## config.mk

```make
export PLATFORM = sky130hd
export DESIGN_NAME = afr_readout
export DESIGN_NICKNAME = d
export VERILOG_FILES = /design/src/verilog/afr_pkg.sv /design/src/verilog/afr_readout.sv /design/src/verilog/afr_fifo.sv
export SDC_FILE = /design/constraint.sdc
export NUM_CORES = 1
export LEC_CHECK = 0
export ABC_AREA = 1
export BUFFER_PORTS_ARGS = -buffer_cell sky130_fd_sc_hd__buf_2
export CAP_MARGIN = 20
export CELL_PAD_IN_SITES_DETAIL_PLACEMENT = 1
export CELL_PAD_IN_SITES_GLOBAL_PLACEMENT = 1
export CORE_ASPECT_RATIO = 1.75
export CORE_MARGIN = 1.5
export CORE_UTILIZATION = 40
export DETAILED_ROUTE_END_ITERATION = 12
export HOLD_SLACK_MARGIN = 0.03
export PLACE_DENSITY = 0.7
export SLEW_MARGIN = 20
export SYNTH_ARGS = -nofsm -noshare
export SYNTH_HDL_FRONTEND = slang
export SYNTH_SLANG_ARGS = --single-unit
```

## constraint.sdc

```tcl
create_clock -name i_mclk -period 8.8 [get_ports i_mclk]
set_input_delay 0.88 -clock i_mclk [delete_from_list [all_inputs] [get_ports i_mclk]]
set_output_delay 0.88 -clock i_mclk [all_outputs]
set_load 0.03 [all_outputs]
```

## src/verilog/afr_pkg.sv

```systemverilog
// shared constants and carrier types for the sample readout block
package afr_pkg;
   // register bus window, byte offsets inside the board window
   localparam logic [15:0] DATA_AREA_BASE = 16'h0000;
   localparam logic [15:0] DATA_AREA_SIZE = 16'h8000;
   localparam logic [15:0] OFS_STATE_WORD = 16'h8000;
   localparam logic [15:0] OFS_IRQ_ARM = 16'h8004;
   localparam logic [15:0] OFS_CLOCK_GAIN = 16'h8008;
   localparam logic [15:0] OFS_VME_DATA = 16'h0000;
   // status word bit positions
   localparam int ST_GADDR_LSB = 24;
   localparam int ST_NOT_EMPTY = 28;
   localparam int ST_HALF_N = 29;
   localparam int ST_FULL_N = 30;
   localparam int ST_IRQ_PEND = 31;
   // clock/gain word fields
   localparam int CG_SEL_HI = 31;
   localparam int CG_SEL_LO = 30;
   localparam int CG_LEN_LSB = 27;
   localparam int CG_PAIR_LSB = 23;
   localparam logic [4:0] CG_BASE_LEN = 5'h16;
   // output path codes
   localparam logic [2:0] PATH_VME_A = 3'h0;
   localparam logic [2:0] PATH_VSB_A = 3'h1;
   localparam logic [2:0] PATH_VME_B = 3'h2;
   localparam logic [2:0] PATH_FP_MST = 3'h4;
   localparam logic [2:0] PATH_FP_SLV = 3'h5;
   localparam logic [2:0] PATH_VSB_B = 3'h7;
   // fifo geometry
   localparam int FIFO_WIDTH = 32;
   localparam int FIFO_DEPTH = 32;
   localparam logic [5:0] FIFO_HALF = 6'h10;
   // serial oscillator bit time
   localparam int CLK_PERIOD_NS = 25;
   localparam int OSC_HALF_NS = 100;
   localparam int OSC_HALF_CYC = (OSC_HALF_NS + CLK_PERIOD_NS - 1) / CLK_PERIOD_NS;
   localparam logic [7:0] RST_ZERO8 = 8'h00;
   // register access request from the bus front end
   typedef struct packed {
      logic rd;
      logic wr;
      logic [15:0] addr;
      logic [31:0] wdata;
   } afr_acc_t;
   // sample from the converter side
   typedef struct packed {
      logic valid;
      logic odd;
      logic [23:0] data;
   } afr_smp_t;
endpackage

```

## src/verilog/afr_readout.sv

```systemverilog
// sample readout: data window, status word, interrupt arming, clock/gain port
// Function
// - top two bits pick clock/gain destination
// - payload is low thirty bits
// - gain pair index in 26:23, bit30
// - vsb path reads next sample, any data area address
// - vsb data area 0x8000 bytes, pops
// - status read disarms vsb interrupts
// - status 26:24 show backplane slot address
// - status 28 high when data present
// - status 29 low at half full
// - half full raises enabled interrupts
// - status 30 low when fifo full
// - status 31 shows pending vsb interrupt
// - host polls status after interrupt
// - arm read plus enable bit sources interrupt
// - vme data at offset zero, path 0/2
// - packed: even high half, odd low
// - unpacked: sample in 31:8, zeros below
// - front port drives 24 bits, low eight zero
// - oscillator data shifted out lsb first
// - vme enable clear after reset
`timescale 1ns/1ps
module afr_readout (
   input wire logic i_mclk,
   input wire logic i_rst_b,
   input wire afr_pkg::afr_acc_t i_acc,
   input wire logic i_acc_vsb,
   output logic [31:0] o_acc_rdata,
   output logic o_acc_ack,
   input wire logic [2:0] i_output_path_select,
   input wire logic i_vsb_irq_enable_bit,
   input wire logic i_vme_irq_enable_bit,
   input wire logic i_packed_mode,
   input wire logic i_fifo_reset_bit,
   input wire logic [2:0] i_global_addr,
   input wire afr_pkg::afr_smp_t i_smp,
   output logic o_smp_ready,
   input wire logic i_fpdp_suspend,
   output logic [31:0] o_fpdp_data,
   output logic o_fpdp_dvalid,
   output logic o_vme_irq,
   output logic o_vsb_irq,
   output logic o_osc_sdata,
   output logic o_osc_sclk,
   output logic o_osc_smp_sel,
   output logic o_osc_strb_sel,
   output logic o_gain_stb,
   output logic [3:0] o_gain_pair,
   output logic [22:0] o_gain_value,
   output logic o_osc_busy
);
   typedef enum logic [1:0] {
      OSC_IDLE,
      OSC_LOW,
      OSC_HIGH
   } afr_osc_t;

   // path decode, used for readout and draining
   function automatic logic is_vsb_path(input logic [2:0] p);
      is_vsb_path = (p == afr_pkg::PATH_VSB_A) || (p == afr_pkg::PATH_VSB_B);
   endfunction
   function automatic logic is_vme_path(input logic [2:0] p);
      is_vme_path = (p == afr_pkg::PATH_VME_A) || (p == afr_pkg::PATH_VME_B);
   endfunction
   function automatic logic is_fp_path(input logic [2:0] p);
      is_fp_path = (p == afr_pkg::PATH_FP_MST) || (p == afr_pkg::PATH_FP_SLV);
   endfunction

   // synchronisers for pins
   logic [2:0] gaddr_s1_q; // first stage, read only by second
   logic [2:0] gaddr_q; // slot address, stable
   logic susp_s1_q; // first stage
   logic susp_q; // suspend, synchronised
   // packing
   logic [15:0] even_half_q; // even channel waiting for its partner
   logic [31:0] pack_word; // word offered to the fifo
   logic pack_valid; // offer strobe
   // fifo wiring
   logic fifo_in_ready; // room in the fifo
   logic fifo_out_valid; // head present
   logic [31:0] fifo_head; // head word
   logic fifo_pop; // drain this cycle
   logic [5:0] fifo_cnt; // occupancy
   logic half_full; // at least half
   logic fifo_full; // no room
   logic smp_push; // sample word accepted this edge
   logic [5:0] cnt_next; // occupancy after this edge
   // decode
   logic in_data_area; // inside 0x8000 byte window
   logic rd_vsb_data; // data window read, vsb path
   logic rd_vme_data; // data read, vme path
   logic rd_state; // status word read
   logic rd_arm; // arm location read
   logic wr_cg; // clock/gain write
   logic fp_take; // front port takes a word
   // interrupt state
   logic vsb_armed_q; // set by arm read
   logic vsb_irq_pending_q; // pending flag
   logic vme_en_q; // registered vme enable
   // serial oscillator port
   afr_osc_t osc_st_q; // shifter state
   logic [26:0] osc_shift_q; // bits still to go, lsb first
   logic [4:0] osc_left_q; // bits remaining
   logic [7:0] osc_tim_q; // half-period timer
   logic [31:0] rdata_d; // read answer, next value

   // pin synchronisers: two flops before any use
   always_ff @(posedge i_mclk) begin
      if (!i_rst_b) begin
         gaddr_s1_q <= 3'h0;
         gaddr_q <= 3'h0;
         susp_s1_q <= 1'h0;
         susp_q <= 1'h0;
      end else begin
         gaddr_s1_q <= i_global_addr;
         gaddr_q <= gaddr_s1_q;
         susp_s1_q <= i_fpdp_suspend;
         susp_q <= susp_s1_q;
      end
   end

   // word building from the converter stream
   always_comb begin
      if (i_packed_mode) begin
         pack_word = {even_half_q, i_smp.data[23:8]};
         pack_valid = i_smp.valid && i_smp.odd;
      end else begin
         pack_word = {i_smp.data, afr_pkg::RST_ZERO8};
         pack_valid = i_smp.valid;
      end
   end

   // even channel holding register for packed mode
   always_ff @(posedge i_mclk) begin
      if (!i_rst_b) begin
         even_half_q <= 16'h0000;
      end else if (i_smp.valid && !i_smp.odd && o_smp_ready) begin
         even_half_q <= i_smp.data[23:8];
      end
   end

   // source stalls on full fifo; the sample is kept by the source
   // accept only on the registered ready the source also sees
   assign smp_push = pack_valid && o_smp_ready;
   assign cnt_next = fifo_cnt + 6'(smp_push) - 6'(fifo_pop && fifo_out_valid);

   // ready from a flop: room left once this edge's push and pop are done
   always_ff @(posedge i_mclk) begin
      if (!i_rst_b) begin
         o_smp_ready <= 1'h0;
      end else if (i_fifo_reset_bit) begin
         o_smp_ready <= 1'h1; // clear empties the fifo; a sample offered meanwhile is lost
      end else begin
         o_smp_ready <= (cnt_next != 6'(afr_pkg::FIFO_DEPTH));
      end
   end

   afr_fifo #(
      .WIDTH(afr_pkg::FIFO_WIDTH),
      .DEPTH(afr_pkg::FIFO_DEPTH)
   ) u_fifo (
      .i_mclk(i_mclk),
      .i_rst_b(i_rst_b),
      .i_clear(i_fifo_reset_bit),
      .i_in_valid(smp_push),
      .i_in_data(pack_word),
      .o_in_ready(fifo_in_ready),
      .o_out_valid(fifo_out_valid),
      .o_out_data(fifo_head),
      .i_out_ready(fifo_pop),
      .o_count(fifo_cnt)
   );

   assign half_full = (fifo_cnt >= afr_pkg::FIFO_HALF);
   assign fifo_full = !fifo_in_ready;

   // address decode; any offset in the window pops, address ignored
   assign in_data_area = (i_acc.addr < afr_pkg::DATA_AREA_BASE + afr_pkg::DATA_AREA_SIZE);
   assign rd_vsb_data = i_acc.rd && i_acc_vsb && in_data_area && is_vsb_path(i_output_path_select);
   assign rd_vme_data = i_acc.rd && !i_acc_vsb && (i_acc.addr == afr_pkg::OFS_VME_DATA)
      && is_vme_path(i_output_path_select);
   assign rd_state = i_acc.rd && i_acc_vsb && (i_acc.addr == afr_pkg::OFS_STATE_WORD);
   assign rd_arm = i_acc.rd && i_acc_vsb && (i_acc.addr == afr_pkg::OFS_IRQ_ARM);
   assign wr_cg = i_acc.wr && (i_acc.addr == afr_pkg::OFS_CLOCK_GAIN);
   assign fp_take = is_fp_path(i_output_path_select) && !susp_q;
   // reads of an empty fifo return zero and pop nothing
   assign fifo_pop = rd_vsb_data || rd_vme_data || fp_take;

   // read answer mux
   always_comb begin
      rdata_d = 32'h0000_0000;
      if (rd_vsb_data || rd_vme_data) begin
         rdata_d = fifo_out_valid ? fifo_head : 32'h0000_0000;
      end else if (rd_state) begin
         rdata_d[afr_pkg::ST_GADDR_LSB +: 3] = gaddr_q;
         rdata_d[afr_pkg::ST_NOT_EMPTY] = fifo_out_valid;
         rdata_d[afr_pkg::ST_HALF_N] = !half_full;
         rdata_d[afr_pkg::ST_FULL_N] = !fifo_full;
         rdata_d[afr_pkg::ST_IRQ_PEND] = vsb_irq_pending_q;
      end
   end

   // bus answer one cycle after the strobe
   always_ff @(posedge i_mclk) begin
      if (!i_rst_b) begin
         o_acc_rdata <= 32'h0000_0000;
         o_acc_ack <= 1'h0;
      end else begin
         o_acc_rdata <= rdata_d;
         o_acc_ack <= i_acc.rd || i_acc.wr;
      end
   end

   // front port: upper 24 bits only, low byte held low
   always_ff @(posedge i_mclk) begin
      if (!i_rst_b) begin
         o_fpdp_data <= 32'h0000_0000;
         o_fpdp_dvalid <= 1'h0;
      end else begin
         o_fpdp_dvalid <= fp_take && fifo_out_valid;
         if (fp_take && fifo_out_valid) begin
            o_fpdp_data <= {fifo_head[31:8], afr_pkg::RST_ZERO8};
         end
      end
   end

   // vsb arming: arm read sets, status read clears, set wins
   always_ff @(posedge i_mclk) begin
      if (!i_rst_b) begin
         vsb_armed_q <= 1'h0;
      end else if (rd_arm) begin
         vsb_armed_q <= 1'h1;
      end else if (rd_state) begin
         vsb_armed_q <= 1'h0;
      end
   end

   // vsb pending flag; a new event beats the clearing status read
   always_ff @(posedge i_mclk) begin
      if (!i_rst_b) begin
         vsb_irq_pending_q <= 1'h0;
         o_vsb_irq <= 1'h0;
      end else begin
         if (vsb_armed_q && i_vsb_irq_enable_bit && half_full) begin
            vsb_irq_pending_q <= 1'h1;
         end else if (rd_state) begin
            vsb_irq_pending_q <= 1'h0;
         end
         o_vsb_irq <= vsb_irq_pending_q;
      end
   end

   // vme interrupt follows half full while enabled; enable off after reset
   always_ff @(posedge i_mclk) begin
      if (!i_rst_b) begin
         vme_en_q <= 1'h0;
         o_vme_irq <= 1'h0;
      end else begin
         vme_en_q <= i_vme_irq_enable_bit;
         o_vme_irq <= vme_en_q && half_full;
      end
   end

   // gain path: pair index and value strobed out on bit30 writes
   always_ff @(posedge i_mclk) begin
      if (!i_rst_b) begin
         o_gain_stb <= 1'h0;
         o_gain_pair <= 4'h0;
         o_gain_value <= 23'h000000;
      end else begin
         o_gain_stb <= wr_cg && i_acc.wdata[afr_pkg::CG_SEL_LO];
         if (wr_cg && i_acc.wdata[afr_pkg::CG_SEL_LO]) begin
            o_gain_pair <= i_acc.wdata[afr_pkg::CG_PAIR_LSB +: 4];
            o_gain_value <= i_acc.wdata[22:0];
         end
      end
   end

   // oscillator shifter; writes while busy are dropped, the host
   // spacing between words keeps that from happening in practice
   always_ff @(posedge i_mclk) begin
      if (!i_rst_b) begin
         osc_st_q <= OSC_IDLE;
         osc_shift_q <= 27'h0000000;
         osc_left_q <= 5'h00;
         osc_tim_q <= 8'h00;
         o_osc_sdata <= 1'h0;
         o_osc_sclk <= 1'h0;
         o_osc_smp_sel <= 1'h0;
         o_osc_strb_sel <= 1'h0;
         o_osc_busy <= 1'h0;
      end else begin
         case (osc_st_q)
            OSC_IDLE: begin
               o_osc_sclk <= 1'h0;
               // start only for clock targets, bit30 clear
               if (wr_cg && !i_acc.wdata[afr_pkg::CG_SEL_LO]) begin
                  osc_shift_q <= i_acc.wdata[26:0];
                  // length is base plus the excess field
                  osc_left_q <= afr_pkg::CG_BASE_LEN
                     + {2'h0, i_acc.wdata[afr_pkg::CG_LEN_LSB +: 3]};
                  o_osc_smp_sel <= !i_acc.wdata[afr_pkg::CG_SEL_HI];
                  o_osc_strb_sel <= i_acc.wdata[afr_pkg::CG_SEL_HI];
                  o_osc_busy <= 1'h1;
                  osc_tim_q <= 8'h00;
                  osc_st_q <= OSC_LOW;
               end
            end
            OSC_LOW: begin
               // data set up while clock is low
               o_osc_sclk <= 1'h0;
               o_osc_sdata <= osc_shift_q[0];
               if (osc_tim_q == 8'(afr_pkg::OSC_HALF_CYC - 1)) begin
                  osc_tim_q <= 8'h00;
                  osc_st_q <= OSC_HIGH;
               end else begin
                  osc_tim_q <= osc_tim_q + 8'h01;
               end
            end
            OSC_HIGH: begin
               o_osc_sclk <= 1'h1;
               if (osc_tim_q == 8'(afr_pkg::OSC_HALF_CYC - 1)) begin
                  osc_tim_q <= 8'h00;
                  osc_shift_q <= {1'h0, osc_shift_q[26:1]};
                  if (osc_left_q == 5'h01) begin
                     osc_left_q <= 5'h00;
                     o_osc_busy <= 1'h0;
                     o_osc_smp_sel <= 1'h0;
                     o_osc_strb_sel <= 1'h0;
                     osc_st_q <= OSC_IDLE;
                  end else begin
                     osc_left_q <= osc_left_q - 5'h01;
                     osc_st_q <= OSC_LOW;
                  end
               end else begin
                  osc_tim_q <= osc_tim_q + 8'h01;
               end
            end
            default: begin
               osc_st_q <= OSC_IDLE;
            end
         endcase
      end
   end
endmodule

```

## src/verilog/afr_fifo.sv

```systemverilog
// sample fifo with valid/ready on both sides
`timescale 1ns/1ps
module afr_fifo #(
   parameter int WIDTH = 32,
   parameter int DEPTH = 32
) (
   input wire logic i_mclk,
   input wire logic i_rst_b,
   input wire logic i_clear,
   input wire logic i_in_valid,
   input wire logic [WIDTH-1:0] i_in_data,
   output logic o_in_ready,
   output logic o_out_valid,
   output logic [WIDTH-1:0] o_out_data,
   input wire logic i_out_ready,
   output logic [$clog2(DEPTH):0] o_count
);
   localparam int AW = $clog2(DEPTH);
   logic [WIDTH-1:0] mem_q [DEPTH]; // storage, flip-flops
   logic [AW-1:0] wptr_q; // write index
   logic [AW-1:0] rptr_q; // read index
   logic [AW:0] cnt_q; // occupancy
   logic push; // accepted write
   logic pop; // accepted read

   assign o_in_ready = (cnt_q != (AW+1)'(DEPTH));
   assign o_out_valid = (cnt_q != '0);
   assign o_out_data = mem_q[rptr_q];
   assign o_count = cnt_q;
   assign push = i_in_valid && o_in_ready;
   assign pop = i_out_ready && o_out_valid;

   // storage writes, no reset needed on data
   always_ff @(posedge i_mclk) begin
      if (push) begin
         mem_q[wptr_q] <= i_in_data;
      end
   end

   // pointers and count
   always_ff @(posedge i_mclk) begin
      if (!i_rst_b || i_clear) begin
         wptr_q <= '0;
         rptr_q <= '0;
         cnt_q <= '0;
      end else begin
         if (push) begin
            wptr_q <= wptr_q + AW'(1);
         end
         if (pop) begin
            rptr_q <= rptr_q + AW'(1);
         end
         cnt_q <= cnt_q + (AW+1)'(push) - (AW+1)'(pop);
      end
   end
endmodule

```

==> impl_metrics.json <==
{
  "place_hpwl_um": 93100,
  "ys_ff_latch": 1208,
  "vias": 34400,
  "syn_area_um2": 48900,
  "ir_worst_vdd_v": 0.000165,
  "status": "completed",
  "clk_latency_ns": 0.74,
  "synth_top_family_by_area": "simple AND/OR/NAND/NOR gates",
  "port_buffers": 183,
  "drc_errors": 0,
  "dominantRegCellSynth": "edfxtp_1",
  "max_freq_ghz": 0.243,
  "rsz0062_at_grt": "no",
  "clk_pin_slew_ns": 0.07,
  "cpLargestDelayFamily": "buffers and inverters",
  "postCtsHoldBufs": 0,
  "cts_buffers": 111,
  "post_cts_buffers": 0,
  "max-clock-path-buffers": 3,
  "antenna_found_initial": 2,
  "root_buffer": "clkbuf_16",
  "synth_warnings": 0,
  "critPathMaxFanout": 90,
  "cpMostUsedCell": "nand2_1",
  "r2r_slack_ns": 4.69,
  "grt_max_degree": 199,
  "startpoint_type": "flip-flop",
  "synthArstFlopShare_pct": 0,
  "synthMuxAreaShare_pct": 0,
  "ctsHtreeMaxLevel": 3,
  "post_drt_via_cell_ratio": 5.53,
  "postSynthCellCount": 4398,
  "dpl.cell_count": 6019,
  "place_congestion": 0.820,
  "grt_pass1_vias": 36400,
  "ys_seq_area_share_pct": 70.4,
  "cts_tree": "yes",
  "fin_skew_ns": 0.0315,
  "core_um2": 121000,
  "synthXorXnorAreaFrac_pct": 0.179,
  "synth-compound-area-share_pct": 5.29,
  "drive_above_1_share_pct": 10.9,
  "path_class": "reg2reg",
  "hold_end": "vme_en_q",
  "nNetsFinal": 4627,
  "max_slew_margin_pct": 22.1,
  "fin_area_um2": 55300,
  "tightest_slew_ns": 1.16,
  "start_util_pct": 40.4,
  "critPathRequiredTime_ns": 9.47,
  "wl_per_cell_um": 24.8,
  "num_rows": 169,
  "slew_viol_final": 0,
  "overflow": 0,
  "synth_edf_count": 1024,
  "slowest_stage": "buf_4",
  "area_growth_pct": 13.1,
  "die_w_um": 267,
  "period_share_pct": 46.7,
  "ys_types": 35,
  "drt_iter0_drc": 2594,
  "setup_tns_ns": 0,
  "min_path_type": "in2reg",
  "cts_resized": 0,
  "p_leak_nw": 20.1,
  "setup_viol": 0,
  "r2r_end": "o_fpdp_data[20]",
  "rr_worst_depth": 11,
  "hold_viol_final": 0,
  "arrival_ns": 4.78,
  "die_height_um": 466,
  "firstDrtPassIters": 7,
  "synthSimpleGateAreaFrac_pct": 19.1,
  "hold_depth": 3,
  "path_buf_inv": 3,
  "die_area_um2": 124000,
  "fin_cells": 6233,
  "final_antenna_net_count": 0,
  "cp_cell_sequence": "buf_4 -> buf_4 -> buf_4 -> nand2_1 -> nand3_1 -> nand3_1 -> nand2_1 -> nand2_1 -> nand3_1 -> nand2_1 -> a21oi_1",
  "grt_pass1_wl_um": 231000,
  "wl_um": 155000,
  "synth-adder-area-share_pct": 0.696,
  "crit_path_end_kind": "flip-flop",
  "fin_crit_ns": 4.11,
  "placed_area_um2": 51500,
  "p_per_area_nw_per_um2": 235,
  "max_cap_violations": 0,
  "grt_usage_pct": 25.0,
  "syn_area_per_cell_um2": 11.1,
  "io_pins": 192,
  "worstHoldStart": "i_vme_irq_enable_bit",
  "clock_sinks": 1208,
  "max_stage_delay_ns": 0.88
}
[worst max path at each step]
stage | to | slack (ns) | depth (start not counted)
after floorplan | u_fifo.mem_q[31][0] | 4.79 | 4
after global placement | u_fifo.mem_q[4][31] | 4.66 | 7
after detailed placement | u_fifo.mem_q[12][3] | 4.56 | 8
after CTS | o_fpdp_data[20] | 4.73 | 11
after global routing | o_fpdp_data[10] | 4.39 | 11
final | o_fpdp_data[20] | 4.69 | 11
[state kept, by name, summed over array words and instances (netlist names), 2 cells and up, named ones only]
signal / cells
osc_shift_q: 27
osc_left_q: 5
u_fifo.o_count: 6
gaddr_q: 3
o_gain_pair: 4
osc_tim_q: 8
u_fifo.rptr_q: 5
osc_st_q: 2
o_acc_rdata: 32
even_half_q: 16
gaddr_s1_q: 3
u_fifo.mem_q: 1024
o_fpdp_data: 24
o_gain_value: 23
u_fifo.wptr_q: 5
[cells in the mapped netlist (3+ instances only)]
cell | instances | area (µm²)
xnor2_1 | 5 | 43.8
inv_1 | 153 | 574
o21ai_0 | 265 | 1330
inv_2 | 6 | 22.5
nand2_1 | 1163 | 4370
buf_6 | 36 | 405
nor2_2 | 3 | 18.8
nor2_1 | 327 | 1230
nand3_1 | 707 | 3540
o211ai_1 | 60 | 450
buf_1 | 39 | 146
dfxtp_1 | 184 | 3680
clkbuf_1 | 99 | 372
ha_1 | 24 | 300
nand4_1 | 13 | 81.3
buf_2 | 73 | 365
o22ai_1 | 10 | 62.6
nor3_1 | 12 | 60.1
edfxtp_1 | 1024 | 30700
o21ai_1 | 9 | 45.0
a21oi_1 | 133 | 666
buf_4 | 28 | 210
xor2_1 | 5 | 43.8
[where the power goes]
group / switching (mW) / internal, mW / leakage [nW] / total [mW]
clock: 2.20 / 2.85 / 1.82 / 5.05
sequential: 0.0527 / 6.34 / 10.8 / 6.39
combinational: 1.19 / 0.381 / 7.53 / 1.57
total: 3.45 / 9.57 / 20.1 / 13.0
[metrics by stage]
stage / utilization (%) / worst slack, ns / hold WS [ns] / power (mW)
3_5_place_dp: 42.5 / 4.56 / 0.401 / 8.08
3_3_place_gp: 42.4 / 4.66 / 0.397 / 8.04
2_1_floorplan: - / 4.79 / 0.390 / 7.49
5_1_grt: 45.7 / 4.39 / 0.318 / 13.4
6_report: 45.7 / 4.69 / 0.331 / 13.0
4_1_cts: 45.6 / 4.73 / 0.289 / 13.1
[worst min-delay path, stage by stage]
cell	delay, ns
buf_2	0.07
nand2_1	0.04
inv_1	0.05
[placed cells by master (no fill, tap or decap), drive strengths merged]
master	Yosys	routed
nand2	1165	1165
edfxtp	1024	1024
nand3	707	707
nor2	331	331
o21ai	274	274
buf	176	270
dfxtp	184	184
inv	159	164
clkbuf	101	140
a21oi	133	133
o211ai	60	60
clkinv	2	45
ha	24	24
bufinv	0	16
nand4	13	13
nor3	12	12
o22ai	10	10
conb	1	8
xor2	5	5
xnor2	5	5
clkinvlp	0	5
diode	0	2
a31oi	2	2
and3	2	2
o21bai	2	2
nor4	2	2
fa	2	2
nor3b	1	1
o32ai	1	1
[layout make-up]
cell class	instances	area (µm²)
clock buffers	140	2940
flip-flops and latches	1208	34400
repair buffers	270	1710
clock inverters	69	812
multi-input cells	2759	12800
inverters	161	626
fillers	12900	65800
diodes	2	5.00
well taps	1624	2030
[metal layers]
layer	vias to the layer above	part of all wire (%)	global-route usage [%]
met1	17500	37	28.6
met3	312	5.5	3.39
met2	1144	52	45.5
li1	15500	-	-
met4	2	4.9	12.0
met5	-	0.0045	0
[kinds of logic (layout without fill, tap and decap cells)]
logic type | Yosys count | in the layout
adders and majority gates | 26 | 26
other | 1 | 10
xor gates and xnor gates | 10 | 10
buffers and inverters | 438 | 640
DFF | 1208 | 1208
AOI/OAI and AO/OA | 482 | 482
and+or+nand+nor | 2233 | 2233
Power figures use the tool's default switching activity.
